[src/dbx_pkg.sv]
// package for the debug breakpoint exception logic
package dbx_pkg;
  localparam int DBX_ADDR_W = 32;
  localparam logic [7:0] DBX_DEBUG_VEC = 8'h01;
  localparam logic [7:0] DBX_MGMT_VEC = 8'hFF;
  localparam int DBX_RF_BIT = 16;
  localparam logic DBX_RF_RST = 1'b0;
  localparam logic [2:0] DBX_DRT_RST = 3'h0;

  typedef enum logic [2:0] {
    DBX_IDLE = 3'b000,
    DBX_CHECK = 3'b001,
    DBX_EXEC = 3'b011,
    DBX_HALTED = 3'b010,
    DBX_MGMT = 3'b110
  } dbx_state_t;
endpackage

[src/dbx_data_trap.sv]
// data breakpoint trap timing for repeated string transfers
module dbx_data_trap
  import dbx_pkg::*;
(
  // clock and reset
  input wire logic sys_clk,
  input wire logic nrst,
  // iteration stream
  input wire logic iterDone,
  input wire logic isStringIn,
  input wire logic watchHit,
  input wire logic lastIter,
  // trap request
  output logic trapReq
);
  logic pendIn_q;
  logic trap_q;

  // input hits are reported one iteration later, or right after on the last iteration; output hits right after
  always_ff @(posedge sys_clk)
  begin
    if (!nrst)
    begin
      pendIn_q <= 1'b0;
      trap_q <= 1'b0;
    end
    else
    begin
      trap_q <= 1'b0;
      if (iterDone)
      begin
        if (watchHit && !isStringIn)
          trap_q <= 1'b1;
        else if (pendIn_q)
          trap_q <= 1'b1;
        pendIn_q <= watchHit && isStringIn && !lastIter;
        if (watchHit && isStringIn && lastIter)
          trap_q <= 1'b1;
      end
    end
  end

  assign trapReq = trap_q;

  // checker helper: an input hit waits for the next finished iteration, however far away
  logic inHitSeen_q;

  always_ff @(posedge sys_clk)
  begin
    if (!nrst)
      inHitSeen_q <= 1'b0;
    else if (iterDone)
      inHitSeen_q <= watchHit && isStringIn && !lastIter;
  end

  chk_out_trap_next: assert property (@(posedge sys_clk) disable iff (!nrst)
    iterDone && watchHit && !isStringIn |=> trapReq) else $error("output trap not after hit iteration");
  chk_in_trap_late: assert property (@(posedge sys_clk) disable iff (!nrst)
    inHitSeen_q && iterDone |=> trapReq)
    else $error("input trap not one iteration late");
  chk_in_no_early: assert property (@(posedge sys_clk) disable iff (!nrst)
    iterDone && watchHit && isStringIn && !lastIter && !pendIn_q |=> !trapReq)
    else $error("input trap taken too early");
  chk_in_last_iter: assert property (@(posedge sys_clk) disable iff (!nrst)
    iterDone && watchHit && isStringIn && lastIter |=> trapReq)
    else $error("input trap on last iteration missed");
  cov_in_trap: cover property (@(posedge sys_clk) disable iff (!nrst) pendIn_q && iterDone);
endmodule

[src/dbx_core.sv]
// debug breakpoint exception sequencing for one core
// Contract
// - an instruction breakpoint on an I/O instruction faults before any of it executes.
// - an instruction breakpoint on a halt instruction faults before the halted state is entered.
// - after an I/O restart management return the breakpoint faults again before re-execution.
// - a management return to a halt instruction faults again before halt is re-entered.
// - repeated string output traps right after the iteration touching the watched address.
// - repeated string input traps one iteration later than the iteration touching it; a hit on the last iteration traps right after it.
// - a breakpoint on a meaningless prefix need not match; only the opcode byte is guaranteed.
// - with resume flag clear and breakpoint set, return re-executes and faults to vector 1 again.
// - a set resume flag in the returned flags suppresses the same instruction breakpoint once.
// - a breakpoint coinciding with another fault may repeat once after that fault is handled.
// - the core may set the resume flag in the stacked flags on fault entry; setting it twice is harmless.
// - instruction breakpoints are faults before execution, data breakpoints traps after access.
module dbx_core
  import dbx_pkg::*;
#(
  parameter int ADDR_W = DBX_ADDR_W
)
(
  // clock and reset
  input wire logic sys_clk,
  input wire logic nrst,
  // instruction issue
  input wire logic instValid,
  input wire logic [ADDR_W-1:0] instAddr,
  input wire logic onOpcode,
  input wire logic isIo,
  input wire logic isHalt,
  input wire logic instDone,
  input wire logic otherFault,
  // breakpoint match
  input wire logic [ADDR_W-1:0] codeBpAddr,
  input wire logic codeBpEn,
  // management interrupt
  input wire logic mgmtReq,
  input wire logic ioRestartEn,
  input wire logic resumeFromMgmt,
  input wire logic wakeEvent,
  // debug handler return
  input wire logic handlerReturn,
  input wire logic retResumeFlag,
  // string iteration stream
  input wire logic iterDone,
  input wire logic isStringIn,
  input wire logic watchHit,
  input wire logic lastIter,
  // exception outputs
  output logic faultReq,
  output logic trapReq,
  output logic [7:0] excVector,
  output logic stackResumeFlag,
  output logic execGo,
  output logic haltActive,
  output logic mgmtActive,
  output logic resumeFlag
);
  dbx_state_t state_q;
  dbx_state_t state_d;
  logic rf_q;
  logic fault_q;
  logic stackRf_q;
  logic [7:0] vec_q;
  logic coFault_q;
  logic bpHit;
  logic dataTrap;

  // match only at the opcode byte
  assign bpHit = codeBpEn && onOpcode && (instAddr == codeBpAddr);

  always_comb
  begin
    state_d = state_q;
    case (state_q)
      DBX_IDLE:
        if (instValid)
          state_d = DBX_CHECK;
      DBX_CHECK:
        if (bpHit && !rf_q)
          state_d = DBX_IDLE;
        else if (isHalt)
          state_d = DBX_HALTED;
        else
          state_d = DBX_EXEC;
      DBX_EXEC:
        if (mgmtReq && isIo && ioRestartEn)
          state_d = DBX_MGMT;
        else if (otherFault || instDone)
          state_d = DBX_IDLE;
      DBX_HALTED:
        if (mgmtReq)
          state_d = DBX_MGMT;
        else if (wakeEvent)
          state_d = DBX_IDLE;
      DBX_MGMT:
        if (resumeFromMgmt)
          state_d = DBX_CHECK;
      default:
        state_d = DBX_IDLE;
    endcase
  end

  always_ff @(posedge sys_clk)
  begin
    if (!nrst)
      state_q <= DBX_IDLE;
    else
      state_q <= state_d;
  end

  // breakpoint fault is raised in the check slot, before execution starts
  always_ff @(posedge sys_clk)
  begin
    if (!nrst)
    begin
      fault_q <= 1'b0;
      vec_q <= 8'h00;
    end
    else
    begin
      fault_q <= 1'b0;
      if (state_q == DBX_CHECK && bpHit && !rf_q)
      begin
        fault_q <= 1'b1;
        vec_q <= DBX_DEBUG_VEC;
      end
      else if (state_q == DBX_EXEC && mgmtReq && isIo && ioRestartEn)
        vec_q <= DBX_MGMT_VEC;
      else if (state_q == DBX_HALTED && mgmtReq)
        vec_q <= DBX_MGMT_VEC;
    end
  end

  // note that a breakpoint-bearing instruction hit a second fault
  always_ff @(posedge sys_clk)
  begin
    if (!nrst)
      coFault_q <= 1'b0;
    else if (state_q == DBX_EXEC && otherFault && bpHit)
      coFault_q <= 1'b1;
    else if (state_q == DBX_CHECK)
      coFault_q <= 1'b0;
  end

  // stacked flags image: the core sets resume flag on entry to other fault handlers
  always_ff @(posedge sys_clk)
  begin
    if (!nrst)
      stackRf_q <= DBX_RF_RST;
    else if (state_q == DBX_EXEC && otherFault)
      stackRf_q <= 1'b1;
    else if (state_q == DBX_CHECK && bpHit && !rf_q)
      stackRf_q <= rf_q;
  end

  // resume flag: loaded from returned flags, cleared when the instruction completes
  always_ff @(posedge sys_clk)
  begin
    if (!nrst)
      rf_q <= DBX_RF_RST;
    else if (handlerReturn)
      rf_q <= retResumeFlag;
    else if (state_q == DBX_EXEC && instDone)
      rf_q <= 1'b0;
    else if (state_q == DBX_HALTED && wakeEvent)
      rf_q <= 1'b0;
  end

  dbx_data_trap u_trap (
    .sys_clk(sys_clk),
    .nrst(nrst),
    .iterDone(iterDone),
    .isStringIn(isStringIn),
    .watchHit(watchHit),
    .lastIter(lastIter),
    .trapReq(dataTrap)
  );

  assign faultReq = fault_q;
  assign trapReq = dataTrap;
  assign excVector = vec_q;
  assign stackResumeFlag = stackRf_q;
  assign execGo = (state_q == DBX_EXEC);
  assign haltActive = (state_q == DBX_HALTED);
  assign mgmtActive = (state_q == DBX_MGMT);
  assign resumeFlag = rf_q;

  chk_fault_before_exec: assert property (@(posedge sys_clk) disable iff (!nrst)
    state_q == DBX_CHECK && bpHit && !rf_q |=> faultReq && !execGo && !haltActive)
    else $error("breakpoint fault not raised before execution");
  chk_fault_before_halt: assert property (@(posedge sys_clk) disable iff (!nrst)
    state_q == DBX_CHECK && bpHit && !rf_q && isHalt |=> !haltActive)
    else $error("halt entered despite breakpoint");
  chk_io_restart_recheck: assert property (@(posedge sys_clk) disable iff (!nrst)
    mgmtActive && resumeFromMgmt |=> state_q == DBX_CHECK)
    else $error("management return skipped breakpoint check");
  chk_halt_mgmt_entry: assert property (@(posedge sys_clk) disable iff (!nrst)
    haltActive && mgmtReq |=> mgmtActive && excVector == DBX_MGMT_VEC)
    else $error("management entry from halt missed");
  chk_fault_vector_one: assert property (@(posedge sys_clk) disable iff (!nrst)
    faultReq |-> excVector == DBX_DEBUG_VEC)
    else $error("breakpoint fault not on vector 1");
  chk_rf_suppresses: assert property (@(posedge sys_clk) disable iff (!nrst)
    state_q == DBX_CHECK && rf_q |=> !faultReq)
    else $error("fault taken with resume flag set");
  chk_rf_clear_done: assert property (@(posedge sys_clk) disable iff (!nrst)
    execGo && instDone && !handlerReturn |=> !resumeFlag)
    else $error("resume flag not cleared after completion");
  chk_stack_rf_set: assert property (@(posedge sys_clk) disable iff (!nrst)
    execGo && otherFault |=> stackResumeFlag)
    else $error("stacked resume flag not set on fault entry");
  chk_prefix_ignored: assert property (@(posedge sys_clk) disable iff (!nrst)
    state_q == DBX_CHECK && !onOpcode |=> !faultReq)
    else $error("fault raised on prefix byte");

  // checker helpers: a check slot that follows a management return, and what that return resumes
  logic mgmtRet_q;
  logic mgmtFromHalt_q;

  always_ff @(posedge sys_clk)
  begin
    if (!nrst)
      mgmtRet_q <= 1'b0;
    else
      mgmtRet_q <= (state_q == DBX_MGMT) && resumeFromMgmt;
  end

  always_ff @(posedge sys_clk)
  begin
    if (!nrst)
      mgmtFromHalt_q <= 1'b0;
    else if (state_q == DBX_HALTED && mgmtReq)
      mgmtFromHalt_q <= 1'b1;
    else if (state_q == DBX_EXEC && mgmtReq && isIo && ioRestartEn)
      mgmtFromHalt_q <= 1'b0;
  end

  chk_issue_to_check: assert property (@(posedge sys_clk) disable iff (!nrst)
    state_q == DBX_IDLE && instValid |=> state_q == DBX_CHECK)
    else $error("offered instruction skipped the check slot");
  chk_fault_quiet: assert property (@(posedge sys_clk) disable iff (!nrst)
    faultReq |-> !execGo && !haltActive && !mgmtActive)
    else $error("fault raised while instruction runs");
  chk_fault_single: assert property (@(posedge sys_clk) disable iff (!nrst)
    faultReq |=> !faultReq)
    else $error("fault held longer than one cycle");
  chk_exec_from_check: assert property (@(posedge sys_clk) disable iff (!nrst)
    $rose(execGo) |-> $past(state_q == DBX_CHECK))
    else $error("execution started without a check slot");
  chk_halt_from_check: assert property (@(posedge sys_clk) disable iff (!nrst)
    $rose(haltActive) |-> $past(state_q == DBX_CHECK && isHalt))
    else $error("halt entered without a check slot");
  chk_halt_held: assert property (@(posedge sys_clk) disable iff (!nrst)
    haltActive && !mgmtReq && !wakeEvent |=> haltActive)
    else $error("halted state left without cause");
  chk_mgmt_io_entry: assert property (@(posedge sys_clk) disable iff (!nrst)
    execGo && mgmtReq && isIo && ioRestartEn |=> mgmtActive && excVector == DBX_MGMT_VEC)
    else $error("management entry from restartable I/O missed");
  chk_no_restart_stay: assert property (@(posedge sys_clk) disable iff (!nrst)
    execGo && mgmtReq && !ioRestartEn && !otherFault && !instDone |=> execGo)
    else $error("management entry taken with restart disabled");
  chk_mgmt_held: assert property (@(posedge sys_clk) disable iff (!nrst)
    mgmtActive && !resumeFromMgmt |=> mgmtActive)
    else $error("management mode left without return");
  chk_mgmt_no_fault: assert property (@(posedge sys_clk) disable iff (!nrst)
    mgmtActive |-> !faultReq)
    else $error("fault raised in management mode");
  chk_io_return_fault: assert property (@(posedge sys_clk) disable iff (!nrst)
    mgmtRet_q && !mgmtFromHalt_q && bpHit && !rf_q |=> faultReq && !execGo)
    else $error("breakpoint not taken again after I/O restart");
  chk_halt_return_fault: assert property (@(posedge sys_clk) disable iff (!nrst)
    mgmtRet_q && mgmtFromHalt_q && bpHit && !rf_q |=> faultReq && !haltActive)
    else $error("breakpoint not taken again before halt");
  chk_halt_reenter: assert property (@(posedge sys_clk) disable iff (!nrst)
    mgmtRet_q && mgmtFromHalt_q && isHalt && !(bpHit && !rf_q) |=> haltActive)
    else $error("halt not re-entered after management return");
  chk_prefix_runs: assert property (@(posedge sys_clk) disable iff (!nrst)
    state_q == DBX_CHECK && !onOpcode && !isHalt |=> execGo)
    else $error("prefix byte blocked execution");
  chk_vec_moves: assert property (@(posedge sys_clk) disable iff (!nrst)
    $changed(excVector) |-> faultReq || mgmtActive)
    else $error("vector changed without an exception");
  chk_rf_load: assert property (@(posedge sys_clk) disable iff (!nrst)
    handlerReturn |=> resumeFlag == $past(retResumeFlag))
    else $error("resume flag not loaded from returned flags");
  chk_rf_held: assert property (@(posedge sys_clk) disable iff (!nrst)
    resumeFlag && !handlerReturn && !(execGo && instDone) && !(haltActive && wakeEvent) |=> resumeFlag)
    else $error("resume flag lost early");
  chk_wake_clears_rf: assert property (@(posedge sys_clk) disable iff (!nrst)
    haltActive && wakeEvent && !mgmtReq && !handlerReturn |=> !haltActive && !resumeFlag)
    else $error("wake from halt left resume flag set");
  chk_rf_over_fault: assert property (@(posedge sys_clk) disable iff (!nrst)
    execGo && otherFault && !instDone && resumeFlag && !handlerReturn |=> resumeFlag)
    else $error("resume flag dropped by a second fault");
  chk_cofault_mark: assert property (@(posedge sys_clk) disable iff (!nrst)
    execGo && otherFault && bpHit |=> coFault_q)
    else $error("coinciding fault not noted");
  chk_stack_rf_keep: assert property (@(posedge sys_clk) disable iff (!nrst)
    stackResumeFlag && !(state_q == DBX_CHECK && bpHit && !rf_q) |=> stackResumeFlag)
    else $error("stacked resume flag dropped");
  chk_fault_stack_image: assert property (@(posedge sys_clk) disable iff (!nrst)
    state_q == DBX_CHECK && bpHit && !rf_q |=> !stackResumeFlag)
    else $error("stacked image wrong on breakpoint fault");

  cov_io_fault: cover property (@(posedge sys_clk) disable iff (!nrst) faultReq && isIo);
  cov_halt_mgmt: cover property (@(posedge sys_clk) disable iff (!nrst) haltActive ##1 mgmtActive);
  cov_rf_resume: cover property (@(posedge sys_clk) disable iff (!nrst) resumeFlag && execGo);
  cov_co_fault: cover property (@(posedge sys_clk) disable iff (!nrst) coFault_q);
endmodule

[config.mk]
export PLATFORM = sky130hd
export DESIGN_NAME = dbx_core
export DESIGN_NICKNAME = d
export VERILOG_FILES = /design/src/dbx_pkg.sv /design/src/dbx_data_trap.sv /design/src/dbx_core.sv
export SDC_FILE = /design/constraint.sdc
export NUM_CORES = 1
export LEC_CHECK = 0
export ABC_CLOCK_PERIOD_IN_PS = 1800
export BUFFER_PORTS_ARGS = -buffer_cell sky130_fd_sc_hd__buf_2
export CAP_MARGIN = 20
export CORE_MARGIN = 4
export CORE_UTILIZATION = 36
export DETAILED_ROUTE_END_ITERATION = 10
export PLACE_DENSITY_LB_ADDON = 0.3
export SYNTH_ARGS = -nofsm -noshare
export SYNTH_HDL_FRONTEND = slang
export SYNTH_SLANG_ARGS = --single-unit
[constraint.sdc]
create_clock -name sys_clk -period 1.8 [get_ports sys_clk]
set_input_delay 0.27 -clock sys_clk [delete_from_list [all_inputs] [get_ports sys_clk]]
set_output_delay 0.27 -clock sys_clk [all_outputs]
set_load 0.02 [all_outputs]
==> key figures <==
Outcome
  – Status: completed

Floorplan
  – I/O Pins: 98
  – Vert. Die Dim: 60.2 um
  – DIE AREA: 3620 um^2
  – Initial Utilization: 38.5%
  – Die span in x: 60.2 um
  – Core Region: 2540 um^2
  – Cell row count: 18

Timing
  – Post-route minimum period: 1.47 ns
  – Max-slew violation count: 0
  – Worst setup slack after layout: 0.335 ns
  – Maximum clock frequency: 682 MHz
  – Unrepaired setup endpoints after global routing: false
  – Setup violations, final: 0
  – Clock Skews: 0.00623 ns
  – Remaining max-slew budget at the tightest pin: 76.7%
  – Worst slew pin tran: 0.347 ns
  – Final worst-path cycle share: 81.4%
  – Endpoints failing hold: 0
  – Sum Neg Setup Slack: 0 ns

Routing
  – Total number of vias: 1170
  – Number of design-rule violations left by the first detailed-router iteration: 4
  – Antenna Violating Nets Remaining: 0
  – Detailed-route DRC error count: 0
  – Vias per Instance: 4.85
  – Initial DRT Pass Iterations: 3
  – Routed wire length per instance: 11.3 um
  – Total detailed-routing wirelength: 2.73 mm

Power and ir drop
  – Combinational Power Share: 43.1%
  – Fraction of power consumed by the clock network: 24.1%
  – Switching power: 280 uW
  – Worst vdd ir: 400 uV
  – Switching share of total power: 34.1%
  – Internal power summed over all cells: 542 uW
  – Sequential Power Share: 32.8%
  – Pwr Density: 555 nW/um^2
  – Reported leakage power: 0.764 nW

Synth
  – Cell area after technology mapping: 981 um^2
  – Leading area contributor after synthesis: xor2_1
  – Synthesized-area fraction occupied by ao, oa, aoi and oai cells: 12.8%
  – Top area cells in the synthesized netlist: xor2_1, dfxtp_1, nor4_1
  – Register area share after synthesis: 20.4%
  – Synth top cells by count: xor2_1, nor4_1, dfxtp_1
  – Syn. warnings: 0
  – Adder-Cell Fraction of Synth Area: 0%
  – Most used DFF post-synth: dfxtp_1
  – Most common cell in the netlist: xor2_1
  – Fraction of post-synthesis cell area in the top cell type by area: 28.6%
  – Unique masters post-synth: 35
  – Post-synthesis async set-or-reset flop share: 0%
  – Post-Syn Nets: 201
  – Post-Synthesis Cells: 118
  – XOR/XNOR share of the synthesized area: 28.6%
  – Number of storage elements in the synthesis netlist: 10
  – Synthesized-area fraction occupied by and/or/nand/nor cells: 32.1%
  – Fraction of synthesized area in multiplexers: 0%
  – Main combinational cell family by area after synthesis: simple AND/OR/NAND/NOR gates
  – Number of enable-type register cells in the synthesized netlist: 0
  – Post-synthesis area per instance: 8.31 um^2

Setup path
  – Arrival time reported for the critical path endpoint: 1.20 ns
  – Nature of the critical path startpoint: register
  – Worst Setup End Kind: primary output
  – Required time reported for the critical path endpoint: 1.53 ns
  – Maximum fanout along the worst path: 7
  – Worst setup path class: reg2out

Run
  – Number of maximum-capacitance constraint violations: 0

Layout
  – Number of diodes: 0
  – Area growth, synth to finish: 50.9%
  – Layout cells sized above 1: 51.2%
  – Post-layout nets: 295

GRT
  – Initial antenna violation count: 0
  – First-pass GRT wire length: 4.29 mm
  – Via count of the first global-routing pass: 1135
  – Maximum number of pins on one net before global-route repair: 12
  – Global-route usage over all layers: 15.1%
  – GRT Residual Overflow: 0

Clock network
  – Hold bufs inserted after CTS: 0
  – TritonCTS buffer count: 3
  – CTS tree: done
  – Number of post-CTS setup repair buffers: 0
  – Maximum level of the CTS H-tree: 1
  – Maximum clock path buffer count: 2
  – Clk Latency, worst-skew pair: 0.26 ns
  – Clock Sinks: 10
  – Post-CTS sizing: 0
  – Root Buffer Master: clkbuf_4
  – Clock-pin transition on the worst setup and hold timing paths: 0.07 ns

Min path
  – Path type of the worst min-delay path: in2reg

Place
  – Final HPWL DP: 2.53 mm
  – Worst-case setup slack after placement: 0.227 ns
  – Weighted congestion reported at the end of routability-driven placement: 0.786
  – Number of I/O port buffers: 97
[registers in the layout, summed over array words and instances, names as in the netlist]
register / count
resumeFlag: 1
state_q: 3
u_trap.pendIn_q: 1
excVector: 2
stackResumeFlag: 1
faultReq: 1
u_trap.trapReq: 1
[per-layer routing]
layer	vias to the layer above	global-route usage, %	share of wire, %
met5	-	0	0
met4	0	2.85	0.91
met3	2	4.32	10
met2	55	27.3	52
met1	504	17.6	37
li1	609	-	-
[placed cells by master (no fill, tap or decap), drive strengths merged, types with 2 or more instances in the layout]
cell type	instances
clkbuf	4
nor4	13
and3b	2
nand2	9
nand2b	2
xor2	32
buf	97
nor3b	2
nor3	4
a22o	2
and2	2
o21ai	4
a21boi	2
nor2	5
nand3b	2
dfxtp	10
nand4	3
a21oi	5
[layout make-up]
class	instances	area, um^2
fillers	247	1060
multi-input cells	100	721
repair buffers	97	485
flip-flops and latches	10	200
well taps	30	37.5
clock buffers	4	36.3
[power groups by stage]
stage               combinational [mW]  sequential, mW  clock [mW]
global placement                 0.353           0.275           0
finish                           0.354           0.270       0.198
detailed placement               0.357           0.275           0
CTS                              0.357           0.270       0.206
global route                     0.392           0.276       0.216
floorplan                        0.217           0.283           0
[critical path, stage by stage, from the launching register on]
cell	delay, ns
dfxtp_1	0.40
nor3b_2	0.31
buf_2	0.23
[through the flow]
step	total power, mW	hold WS (ns)	instances	util (%)	instance area (um^2)
5_1_grt	0.884	0.243	241	58.2	1480
6_report	0.822	0.247	241	58.2	1480
4_1_cts	0.833	0.233	241	58.2	1480
2_1_floorplan	0.499	0.389	118	-	981
3_3_place_gp	0.627	0.453	237	56.7	1440
3_5_place_dp	0.632	0.467	237	56.7	1440
[cell families after synthesis]
group                  count (synthesis)
buffers and inverters                  8
XOR/XNOR                              32
flip-flops                            10
AO/OA/AOI/OAI                         19
AND/OR/NAND/NOR                       49
[final timing paths]
path                                      start        endpoint  slack [ns]  cells after the start
worst max-delay path                 state_q[1]      haltActive        0.33                      2
worst min-delay path                   iterDone  u_trap.trapReq        0.25                      3
worst max register to register       state_q[2]      state_q[1]        0.37                      5
worst min register to register  u_trap.pendIn_q  u_trap.trapReq        0.48                      2
Power figures use the tool's default switching activity.
